`src/design/hbs_defs.svh`:
```
// constants for the half-bridge serial control block
`ifndef HBS_DEFS_SVH
`define HBS_DEFS_SVH

`define HBS_WORD_W        16
`define HBS_FRAME_BITS    16
`define HBS_CNT_W         5
`define HBS_TMR_W         16
`define HBS_NUM_DRV       6
`define HBS_NUM_PAIR      3
`define HBS_NUM_SYNC      20

`define HBS_BIT_OVERVOLT_LOCKOUT_EN      15
`define HBS_BIT_UL_SD     14
`define HBS_BIT_OC_SEL    13
`define HBS_BIT_UNUSED_HI 11
`define HBS_BIT_UNUSED_LO 7
`define HBS_BIT_DRV_HI    6
`define HBS_BIT_DRV_LO    1
`define HBS_BIT_SRR       0

`define HBS_CMD_RESET     16'h0000
`define HBS_UNUSED_MASK   16'hF07F

`define HBS_CLK_PERIOD_NS 10
`define HBS_OC_LONG_US    200
`define HBS_OC_SHORT_US   25
`define HBS_UL_DELAY_US   350
`define HBS_FILTER_US     10
`define HBS_US_TO_CYC(us) (((us) * 1000) / `HBS_CLK_PERIOD_NS)

`endif

```
`src/design/hbs_pkg.sv`:
```
// types of the half-bridge serial control block
`include "hbs_defs.svh"

package hbs_pkg;

   typedef enum logic {
      HBS_IDLE,
      HBS_ACTIVE
   } hbs_frame_t;

   typedef struct packed {
      hbs_frame_t                   frame;
      logic                         sclk_q;
      logic                         cs_q;
      logic [`HBS_WORD_W-1:0]       shreg;
      logic [`HBS_CNT_W-1:0]        bits;
      logic [`HBS_WORD_W-1:0]       cmd;
      logic [`HBS_NUM_DRV-1:0]      drive;
      logic                         so;
      logic                         so_oe;
      logic [`HBS_NUM_DRV-1:0]      oc_off;
      logic [`HBS_NUM_DRV-1:0]      ul_off;
      logic [`HBS_NUM_PAIR-1:0]     xf_block;
      logic                         pf_hold;
      logic                         oc_seen;
      logic                         ul_seen;
      logic                         f_pf;
      logic                         f_ul;
      logic                         f_oc;
      logic                         f_xf;
      logic                         f_tw;
      logic [`HBS_TMR_W-1:0]        filt;
   } hbs_state_t;

   typedef struct packed {
      logic                         busy;
      logic                         fired;
      logic                         done;
      logic [`HBS_TMR_W-1:0]        cnt;
      logic [`HBS_TMR_W-1:0]        lim;
   } hbs_timer_t;

endpackage

```
`src/design/hbs_delay_timer.sv`:
```
// delay timer: limit captured at start, pulse once on expiry
`timescale 1ns/1ps
`include "hbs_defs.svh"

module hbs_delay_timer
   import hbs_pkg::*;
(
   input  wire logic                  clk,
   input  wire logic                  reset,
   input  wire logic                  run,
   input  wire logic [`HBS_TMR_W-1:0] limit,
   output logic                       done
);
   hbs_timer_t s;
   hbs_timer_t next_s;

   always_comb begin
      next_s      = s;
      next_s.done = 1'b0;
      if (!run) begin
         next_s.busy  = 1'b0;
         next_s.fired = 1'b0;
         next_s.cnt   = '0;
      end else if (!s.busy) begin
         next_s.busy = 1'b1;
         next_s.cnt  = `HBS_TMR_W'(1);
         next_s.lim  = limit;
      end else if (!s.fired) begin
         if (s.cnt >= s.lim) begin
            next_s.done  = 1'b1;
            next_s.fired = 1'b1;
         end else begin
            next_s.cnt = s.cnt + `HBS_TMR_W'(1);
         end
      end
   end

   always_ff @(posedge clk or posedge reset) begin
      if (reset) begin
         s <= '0;
      end else begin
         s <= next_s;
      end
   end

   assign done = s.done;
endmodule

```
`src/design/hbs_spi_ctrl.sv`:
```
// serial control, diagnostics and output gating of a triple half-bridge
`timescale 1ns/1ps
`include "hbs_defs.svh"

module hbs_spi_ctrl
   import hbs_pkg::*;
#(
   parameter int OC_LONG_CYC  = `HBS_US_TO_CYC(`HBS_OC_LONG_US),
   parameter int OC_SHORT_CYC = `HBS_US_TO_CYC(`HBS_OC_SHORT_US),
   parameter int UL_CYC       = `HBS_US_TO_CYC(`HBS_UL_DELAY_US),
   parameter int FILTER_CYC   = `HBS_US_TO_CYC(`HBS_FILTER_US)
) (
   input  wire logic                     clk,
   input  wire logic                     reset,
   input  wire logic                     sclk,
   input  wire logic                     select_n,
   input  wire logic                     si,
   output logic                          so_out,
   output logic                          so_oe,
   input  wire logic                     en,
   input  wire logic                     vs_overvolt,
   input  wire logic                     vs_undervolt,
   input  wire logic                     vcc_undervolt,
   input  wire logic [`HBS_NUM_DRV-1:0]  overcurrent,
   input  wire logic [`HBS_NUM_DRV-1:0]  underload,
   input  wire logic                     thermal_warn,
   output logic [`HBS_NUM_DRV-1:0]       drive_on
);
   localparam int TMR_MAX = (1 << `HBS_TMR_W) - 1;
   localparam logic [`HBS_CNT_W-1:0] FRAME_MIN = `HBS_CNT_W'(`HBS_FRAME_BITS);

   generate
      if (OC_LONG_CYC < 1 || OC_LONG_CYC > TMR_MAX || OC_SHORT_CYC < 1 ||
          OC_SHORT_CYC > TMR_MAX || UL_CYC < 1 || UL_CYC > TMR_MAX ||
          FILTER_CYC < 1 || FILTER_CYC > TMR_MAX) begin : g_bad
         $error("hbs_spi_ctrl: delay counts out of timer range");
      end
   endgenerate

   hbs_state_t s;
   hbs_state_t next_s;

   logic [`HBS_NUM_SYNC-1:0] sy;
   logic                     sy_sclk;
   logic                     sy_cs_n;
   logic                     sy_si;
   logic                     sy_en;
   logic                     sy_ov;
   logic                     sy_uv;
   logic                     sy_vcc_uv;
   logic [`HBS_NUM_DRV-1:0]  sy_oc;
   logic [`HBS_NUM_DRV-1:0]  sy_ul;
   logic                     sy_tw;
   logic                     oc_done;
   logic                     ul_done;
   logic [`HBS_TMR_W-1:0]    oc_limit;
   logic                     sclk_rise;
   logic                     cs_fall;
   logic                     frame_ok;
   logic                     status_clear_req;
   logic [`HBS_WORD_W-1:0]   status;
   logic [`HBS_NUM_DRV-1:0]  pair_block;
   logic                     kill;

   hbs_sync #(
      .W    (`HBS_NUM_SYNC),
      .INIT (`HBS_NUM_SYNC'h40000)
   ) u_sync (
      .clk   (clk),
      .reset (reset),
      .d     ({sclk, select_n, si, en, vs_overvolt, vs_undervolt, vcc_undervolt,
               overcurrent, underload, thermal_warn}),
      .q     (sy)
   );

   assign {sy_sclk, sy_cs_n, sy_si, sy_en, sy_ov, sy_uv, sy_vcc_uv,
           sy_oc, sy_ul, sy_tw} = sy;

   // delay is captured at timer start, so a later bit 13 change cannot cut it
   assign oc_limit = s.cmd[`HBS_BIT_OC_SEL] ? `HBS_TMR_W'(OC_SHORT_CYC)
                                            : `HBS_TMR_W'(OC_LONG_CYC);

   hbs_delay_timer u_oc_tmr (
      .clk   (clk),
      .reset (reset),
      .run   (|(sy_oc & s.drive)),
      .limit (oc_limit),
      .done  (oc_done)
   );

   hbs_delay_timer u_ul_tmr (
      .clk   (clk),
      .reset (reset),
      .run   (|(sy_ul & s.drive)),
      .limit (`HBS_TMR_W'(UL_CYC)),
      .done  (ul_done)
   );

   // status word as it is loaded into the shifter on select_n fall
   assign status = {s.f_pf, s.f_ul, s.f_oc, s.f_xf,
                    5'h00, s.drive, s.f_tw};

   always_comb begin
      next_s    = s;
      sclk_rise = sy_sclk & ~s.sclk_q;
      cs_fall   = ~sy_cs_n & s.cs_q;
      frame_ok  = 1'b0;
      status_clear_req       = 1'b0;
      pair_block = '0;
      next_s.sclk_q = sy_sclk;
      next_s.cs_q   = sy_cs_n;

      case (s.frame)
         HBS_IDLE: begin
            if (cs_fall && sy_en) begin
               next_s.frame = HBS_ACTIVE;
               next_s.bits  = '0;
               next_s.shreg = status;
               next_s.so_oe = 1'b1;
            end
         end
         HBS_ACTIVE: begin
            if (sclk_rise) begin
               next_s.shreg = {sy_si, s.shreg[`HBS_WORD_W-1:1]};
               if (s.bits != FRAME_MIN) begin
                  next_s.bits = s.bits + `HBS_CNT_W'(1);
               end
            end
            if (sy_cs_n || !sy_en) begin
               next_s.frame = HBS_IDLE;
               next_s.so_oe = 1'b0;
               frame_ok     = sy_cs_n && sy_en && (s.bits == FRAME_MIN);
            end
         end
         default: begin
            next_s.frame = HBS_IDLE;
            next_s.so_oe = 1'b0;
         end
      endcase
      next_s.so = next_s.shreg[0];

      if (frame_ok) begin
         next_s.cmd = s.shreg & `HBS_UNUSED_MASK;
         status_clear_req        = s.shreg[`HBS_BIT_SRR];
      end

      // latched conditions: a status clear frame releases, a new event wins
      if (status_clear_req) begin
         next_s.oc_off   = '0;
         next_s.ul_off   = '0;
         next_s.xf_block = '0;
         next_s.pf_hold  = 1'b0;
         next_s.oc_seen  = 1'b0;
         next_s.ul_seen  = 1'b0;
      end
      if (oc_done) begin
         next_s.oc_off  = next_s.oc_off | (sy_oc & s.drive);
         next_s.oc_seen = 1'b1;
      end
      if (ul_done) begin
         next_s.ul_seen = 1'b1;
         if (s.cmd[`HBS_BIT_UL_SD]) begin
            next_s.ul_off = next_s.ul_off | (sy_ul & s.drive);
         end
      end
      if (sy_ov || sy_uv) begin
         next_s.pf_hold = 1'b1;
      end
      for (int i = 0; i < `HBS_NUM_PAIR; i++) begin
         if (frame_ok && s.shreg[2*i+1] && s.shreg[2*i+2]) begin
            next_s.xf_block[i] = 1'b1;
         end
         pair_block[2*i]   = s.xf_block[i];
         pair_block[2*i+1] = s.xf_block[i];
      end

      // fault flags: cleared by a valid frame, re-latched after the filter
      if (frame_ok) begin
         next_s.filt = `HBS_TMR_W'(FILTER_CYC);
         next_s.f_pf = 1'b0;
         next_s.f_ul = 1'b0;
         next_s.f_oc = 1'b0;
         next_s.f_xf = 1'b0;
         next_s.f_tw = 1'b0;
      end else if (s.filt != '0) begin
         next_s.filt = s.filt - `HBS_TMR_W'(1);
      end else begin
         next_s.f_pf = s.f_pf | s.pf_hold | sy_ov | sy_uv;
         next_s.f_ul = s.f_ul | s.ul_seen;
         next_s.f_oc = s.f_oc | s.oc_seen;
         next_s.f_xf = s.f_xf | (|s.xf_block);
         next_s.f_tw = s.f_tw | sy_tw;
      end

      // output gating; the command word itself is never touched here
      kill = !sy_en || sy_vcc_uv || sy_uv ||
             (s.cmd[`HBS_BIT_OVERVOLT_LOCKOUT_EN] && sy_ov);
      if (kill) begin
         next_s.drive = '0;
      end else begin
         next_s.drive = s.cmd[`HBS_BIT_DRV_HI:`HBS_BIT_DRV_LO]
                        & ~s.oc_off & ~s.ul_off & ~pair_block;
      end
   end

   // power stage supply enters through the gating term above and through pf_hold and f_pf
   always_ff @(posedge clk or posedge reset) begin
      if (reset) begin
         s        <= '0;
         s.frame  <= HBS_IDLE;
         s.cs_q   <= 1'b1;
         s.cmd    <= `HBS_CMD_RESET;
      end else begin
         s <= next_s;
      end
   end

   assign so_out   = s.so;
   assign so_oe    = s.so_oe;
   assign drive_on = s.drive;
endmodule

```
`src/design/hbs_sync.sv`:
```
// two-flop synchroniser for a group of asynchronous inputs
`timescale 1ns/1ps

module hbs_sync #(
   parameter int             W    = 1,
   parameter logic [W-1:0]   INIT = '0
) (
   input  wire logic         clk,
   input  wire logic         reset,
   input  wire logic [W-1:0] d,
   output logic [W-1:0]      q
);
   typedef struct packed {
      logic [W-1:0] s1;
      logic [W-1:0] s2;
   } hbs_sync_t;

   hbs_sync_t s;
   hbs_sync_t next_s;

   always_comb begin
      next_s    = s;
      next_s.s1 = d;
      next_s.s2 = s.s1;
   end

   always_ff @(posedge clk or posedge reset) begin
      if (reset) begin
         s <= {INIT, INIT};
      end else begin
         s <= next_s;
      end
   end

   assign q = s.s2;
endmodule

```
`config.mk`:
```
export PLATFORM = sky130hd
export DESIGN_NAME = hbs_spi_ctrl
export DESIGN_NICKNAME = d
export VERILOG_FILES = /design/src/design/hbs_pkg.sv /design/src/design/hbs_delay_timer.sv /design/src/design/hbs_spi_ctrl.sv /design/src/design/hbs_sync.sv
export VERILOG_INCLUDE_DIRS = /design/src /design/src/design
export SDC_FILE = /design/constraint.sdc
export NUM_CORES = 1
export LEC_CHECK = 0
export BUFFER_PORTS_ARGS = -buffer_cell sky130_fd_sc_hd__clkbuf_2
export CORE_UTILIZATION = 43
export DETAILED_ROUTE_END_ITERATION = 8
export PLACE_DENSITY = 0.56
export SYNTH_ARGS = -nofsm -noshare
export SYNTH_HDL_FRONTEND = slang
export SYNTH_HIERARCHICAL = 1
export SYNTH_SLANG_ARGS = --single-unit
```
`constraint.sdc`:
```
create_clock -name clk -period 2.9 [get_ports clk]
set_input_delay 0.29 -clock clk [delete_from_list [all_inputs] [get_ports clk]]
set_output_delay 0.29 -clock clk [all_outputs]
set_load 0.03 [all_outputs]
```
Word level (Yosys, flattened, before mapping)
Cells that the tools add are included.
Operators by class
  add/sub/neg operators: 4
  order comparisons: 2
  equality and inequality tests: 13
  multiplexer cells: 44
  bitwise logic cells: 24
  reductions and logical operators: 34
Operators with widths (number)
  two-way mux 16 bit: 7
  two-way mux 21 bit: 3
  two-way mux 18 bit: 3
  case mux 21 bit (2 select lines): 1
  adder 16 x 1 -> 16 bit, second input constant: 2
  >= comparator 16 bit: 2
  AND 6 bit: 5
  two-way mux 6 bit: 4
  NOT 6 bit: 3
  nonzero test 16 bit: 1
  subtractor 16 x 1 -> 16 bit, second input constant: 1
  two-way mux 1 bit: 15
  two-way mux 15 bit: 1
  nonzero test 2 bit: 7
  two-way mux 2 bit: 6
  inequality test 3 bit, second input constant: 4
  OR 6 bit: 2
  AND reduction 2 bit: 6
  OR reduction 6 bit: 2
  logical AND 1 bit: 10
  two-way mux 5 bit: 2
  inequality test 2 bit, second input constant: 4
  OR 1 bit: 7
  inequality test 2 x 1 -> 1 bit, second input constant: 3
  10 further kinds: 20
Storage, ports and cells
  flip-flop bits (word level): 176
  input port bits: 22
  output and inout bits: 8
  logic and storage cells: 156

Logic depth before layout (Yosys ltp)
  depth after elaboration: 9
  gate-level depth with buffers: 10
  gate-level depth less buffers: 8

By module
The synthesis kept the hierarchy.
By module, submodules not included
  hbs_spi_ctrl: times used 1, cells each 334, area an instance 3519.6 sq um, seq. area each 1978.1 sq um
  hbs_delay_timer (u_oc_tmr): times used 1, cells each 219, area an instance 2028.2 sq um, seq. area each 875.8 sq um
  hbs_delay_timer (u_ul_tmr): times used 1, cells each 205, area an instance 1989.4 sq um, seq. area each 875.8 sq um
  hbs_sync: times used 1, cells each 41, area an instance 1007.2 sq um, seq. area each 1003.5 sq um

Worst setup path before layout
Ideal clock, no wire load.
  path type: register -> register
  from: register u_ul_tmr/s[30] in the netlist's numbering
  to: register u_ul_tmr/s[17] in the netlist's numbering
  library setup time: 0.133 ns
  arrival time: 2.279 ns
  required time: 2.767 ns
  setup slack: 0.488 ns
  stages on the path, launching flop included: 10
  path buffers: 2
  clock period less this slack: 2.412 ns
  cell sequence: dfrtp_1 ha_1 nand4_2 or3_1 or4_4 nand4b_4 buf_8 buf_12 mux2i_1 nor2_1
Between the ends
  cells in the longest elaborated chain, start to end: 3
RTL lines
  start: declaration: RTL line hbs_delay_timer.sv:14  | hbs_timer_t s;
  start signal: assignment: RTL line hbs_delay_timer.sv:42  | s <= next_s;
  >= comparator 16 bit: RTL line hbs_delay_timer.sv:29  | if (s.cnt >= s.lim) begin
  inequality test 3 bit (no line)
  AND reduction 2 bit (no line)
No other way between the ends.
A chain may end at the register's enable or synchronous reset.

Worst setup path after layout
  from: register u_ul_tmr/s[29] in the netlist's numbering
  to: register u_ul_tmr/s[25] in the netlist's numbering
Same word-level chain as after synthesis.

==> results_dict.tcl <==
set metrics [dict create \
    place_hpwl_mm 11.62 \
    vias 6112 \
    p_int_mw 3.922 \
    holdWs_ps -5.938 \
    synth.top_cell.area_share_pct 54.47 \
    slew_headroom_pct 30.86 \
    slew_viol_final 0 \
    power.share.sequential_pct 51.5 \
    finalSetupTns_ps 0 \
    first_pass_iters 4 \
    grt_pass1_vias 6019 \
    pin_count 30 \
    crit_top_cell "a21oi_1" \
    yosys.cell_types.count 69 \
    cts_tree "yes" \
    syn_area_per_cell_um2 10.69 \
    p_sw_mw 1.318 \
    synth-main-ff-cell "dfrtp_1" \
    crit_required_ps 3250 \
    finalInstanceArea_um2 9849 \
    synth_edf_count 0 \
    r2r_slack_ps 200 \
    htreeDepth 4 \
    arrival_ps 3050 \
    yosysWarningCount 6 \
    grt_start_max_net_pins 50 \
    syn_to_final_growth_pct 15.27 \
    cpMaxStageDelayCell "or4_1" \
    clock-sinks 189 \
    hold_violations 12 \
    yosys-top-cells-area "dfrtp_1 (54%), ha_1 (5.6%), nand2_1 (4.3%)" \
    max-cap-violations 0 \
    ys_ff_latch 189 \
    yosysMostFrequentCell "dfrtp_1" \
    max_stage_delay_ps 580 \
    path_class "reg -> reg" \
    rsz0062_at_grt "no" \
    grt_pass1_wl_mm 29.01 \
    final_core_util_pct 50.61 \
    layout.nets 924 \
    p_leak_nw 4.608 \
    fin_total_pwr_mw 5.240 \
    insertion_delay_ps 440 \
    die_w_um 143.0 \
    yosysTopAreaCell "dfrtp_1" \
    clock_path_buffers 2 \
    place_area_um2 8999 \
    end_kind "register" \
    drc 0 \
    fin_skew_ps 15.34 \
    via_per_inst 5.352 \
    cts_resized 0 \
    diodes 0 \
    io_buffers 29 \
    antenna_found_initial 0 \
    cpLargestDelayFamily "simple AND/OR/NAND/NOR gates" \
    path_max_fanout 15 \
    grt_overflow_total 0 \
    swShare_pct 25.14 \
    power_frac_comb_pct 2.9 \
    netlist_area_um2 8544 \
    syn-instance-count 799 \
    wire_per_inst_um 15.05 \
    hold_class "in -> async" \
    numCtsBuffers 17 \
    fin_crit_sh_pct 93.02 \
    crit_chain "ha_1 -> a21oi_1 -> o21ai_1 -> nor4_2 -> nand4b_4 -> or4_1 -> a21oi_1" \
    ys_seq_area_share_pct 55.40 \
    reg2reg_depth 7 \
    die_area_um2 20440 \
    startpoint_type "register" \
    fin_crit_ps 2698 \
    antenna_left 0 \
    drive_gt1_share_pct 11.29 \
    synthArstFlopShare_pct 100.0 \
    fmax_mhz 370.7 \
    drt_iter0_drc 356 \
    core_um2 19460 \
    setup_violations 0 \
    synth.top_cells.by_count "dfrtp_1 (186), nand2_1 (98), o21ai_0 (51)" \
    grt_usage_pct 18.09 \
    clk_pin_slew_ps 90 \
    vdd_drop_max_mv 0.3862 \
    pwr-share-clk_pct 45.5 \
    crit_cells 7 \
    n_fill_cell 1756 \
    powerDensity_nw_per_um2 532.0 \
    rows 51 \
    root_buffer "clkbuf_16" \
    status "finished with violations" \
    violations "negative hold slack" \
    routed_wirelength_mm 17.18 \
    path_buf_inv 0 \
    place_congestion 0.8085 \
    worst_pin_slew_ps 1036 \
    die_y_um 143.0 \
    start_util_pct 43.90 \
]
[registers in the layout (all words and copies together), names as in the netlist, 3 cells and up]
| signal | cells |
|---|---|
| pair_block | 3 |
| u_sync/next_s | 20 |
| u_ul_tmr/s | 34 |
| u_sync/q | 20 |
| u_oc_tmr/s | 34 |
| drive_on | 6 |
| s | 69 |
[power by group through the flow]
stage / sequential [mW] / clock [mW] / combinational (mW)
after floorplan: 2.76 / 0 / 0.0751
after global placement: 2.75 / 0 / 0.134
after detailed placement: 2.75 / 0 / 0.139
after CTS: 2.70 / 2.46 / 0.160
after global routing: 2.71 / 2.56 / 0.177
final: 2.70 / 2.39 / 0.154
[cell families after synthesis]
group	after synthesis	share of synthesized area [%]
DFF	189	55.40
AOI/OAI and AO/OA	177	13.71
other	2	0.08789
xor gates and xnor gates	4	0.4101
adders and majority gates	38	5.565
muxes	22	2.606
and+or+nand+nor	281	17.59
buffers and inverters	86	4.642
[worst reg2reg max path: stages (launching register included)]
cell and delay (ps):
dfrtp_1 410, ha_1 310, a21oi_1 170, o21ai_1 100
nor4_2 550, nand4b_4 300, or4_1 580, a21oi_1 190
[worst paths after layout]
check | endpoint | from
hold reg to reg | u_sync/q[11] | u_sync/next_s[11]
hold / removal | u_ul_tmr/s[16] | reset
setup / recovery | u_ul_tmr/s[25] | u_ul_tmr/s[29]
max in group asynchronous | u_sync/q[18] | reset
setup reg to reg | u_ul_tmr/s[25] | u_ul_tmr/s[29]
min in group clk | u_sync/q[11] | u_sync/next_s[11]
[placed cells by master (no fill, tap or decap), drive strengths merged, types with 5 or more instances in the layout]
cell / n
dlygate4sd3: 20
nor2: 34
nand2: 98
a22o: 5
a22oi: 6
o21ai: 58
a21oi: 44
nor4: 8
a32o: 15
and2: 5
nand2b: 11
or4: 22
inv: 50
clkbuf: 46
o31ai: 16
and4: 7
clkinv: 10
and3: 12
ha: 38
dfrtp: 186
conb: 24
buf: 14
nand4: 17
or3: 15
nor3: 8
nand3: 30
mux2i: 20
[layer usage]
metal	vias to the layer above	global-route usage, %	part of all wire [%]
met1	3049	23.82	47
met5	-	0	0
met2	73	29.86	49
met3	17	3.890	2.7
met4	0	5.433	0.99
li1	2973	-	-
[what timing repair did]
item / in CTS / in global routing
endpoints found under the hold margin: 20 / 0
hold buffers: 20 / 0
setup buffers: 0 / 0
setup endpoints to repair: 0 / 3
[through the flow]
step / cells / setup WS [ps]
global route: 1142 / 59.08
CTS: 1141 / 137.2
detailed placement: 1089 / 153.3
finish: 1142 / 202.5
global placement: 1089 / 271.1
floorplan: 821 / 487.9
[cell type report]
cell class / count / area [µm²] / area share, %
flip-flops and latches: 189 / 4733 / 48.06
multi-input cells: 547 / 3512 / 35.66
repair buffers: 63 / 462.9 / 4.700
clock buffers: 17 / 425.4 / 4.319
well taps: 265 / 331.6 / 3.366
clock inverters: 15 / 210.2 / 2.134
inverters: 46 / 173.9 / 1.766
Note: power is estimated with default switching activity, not from simulation.
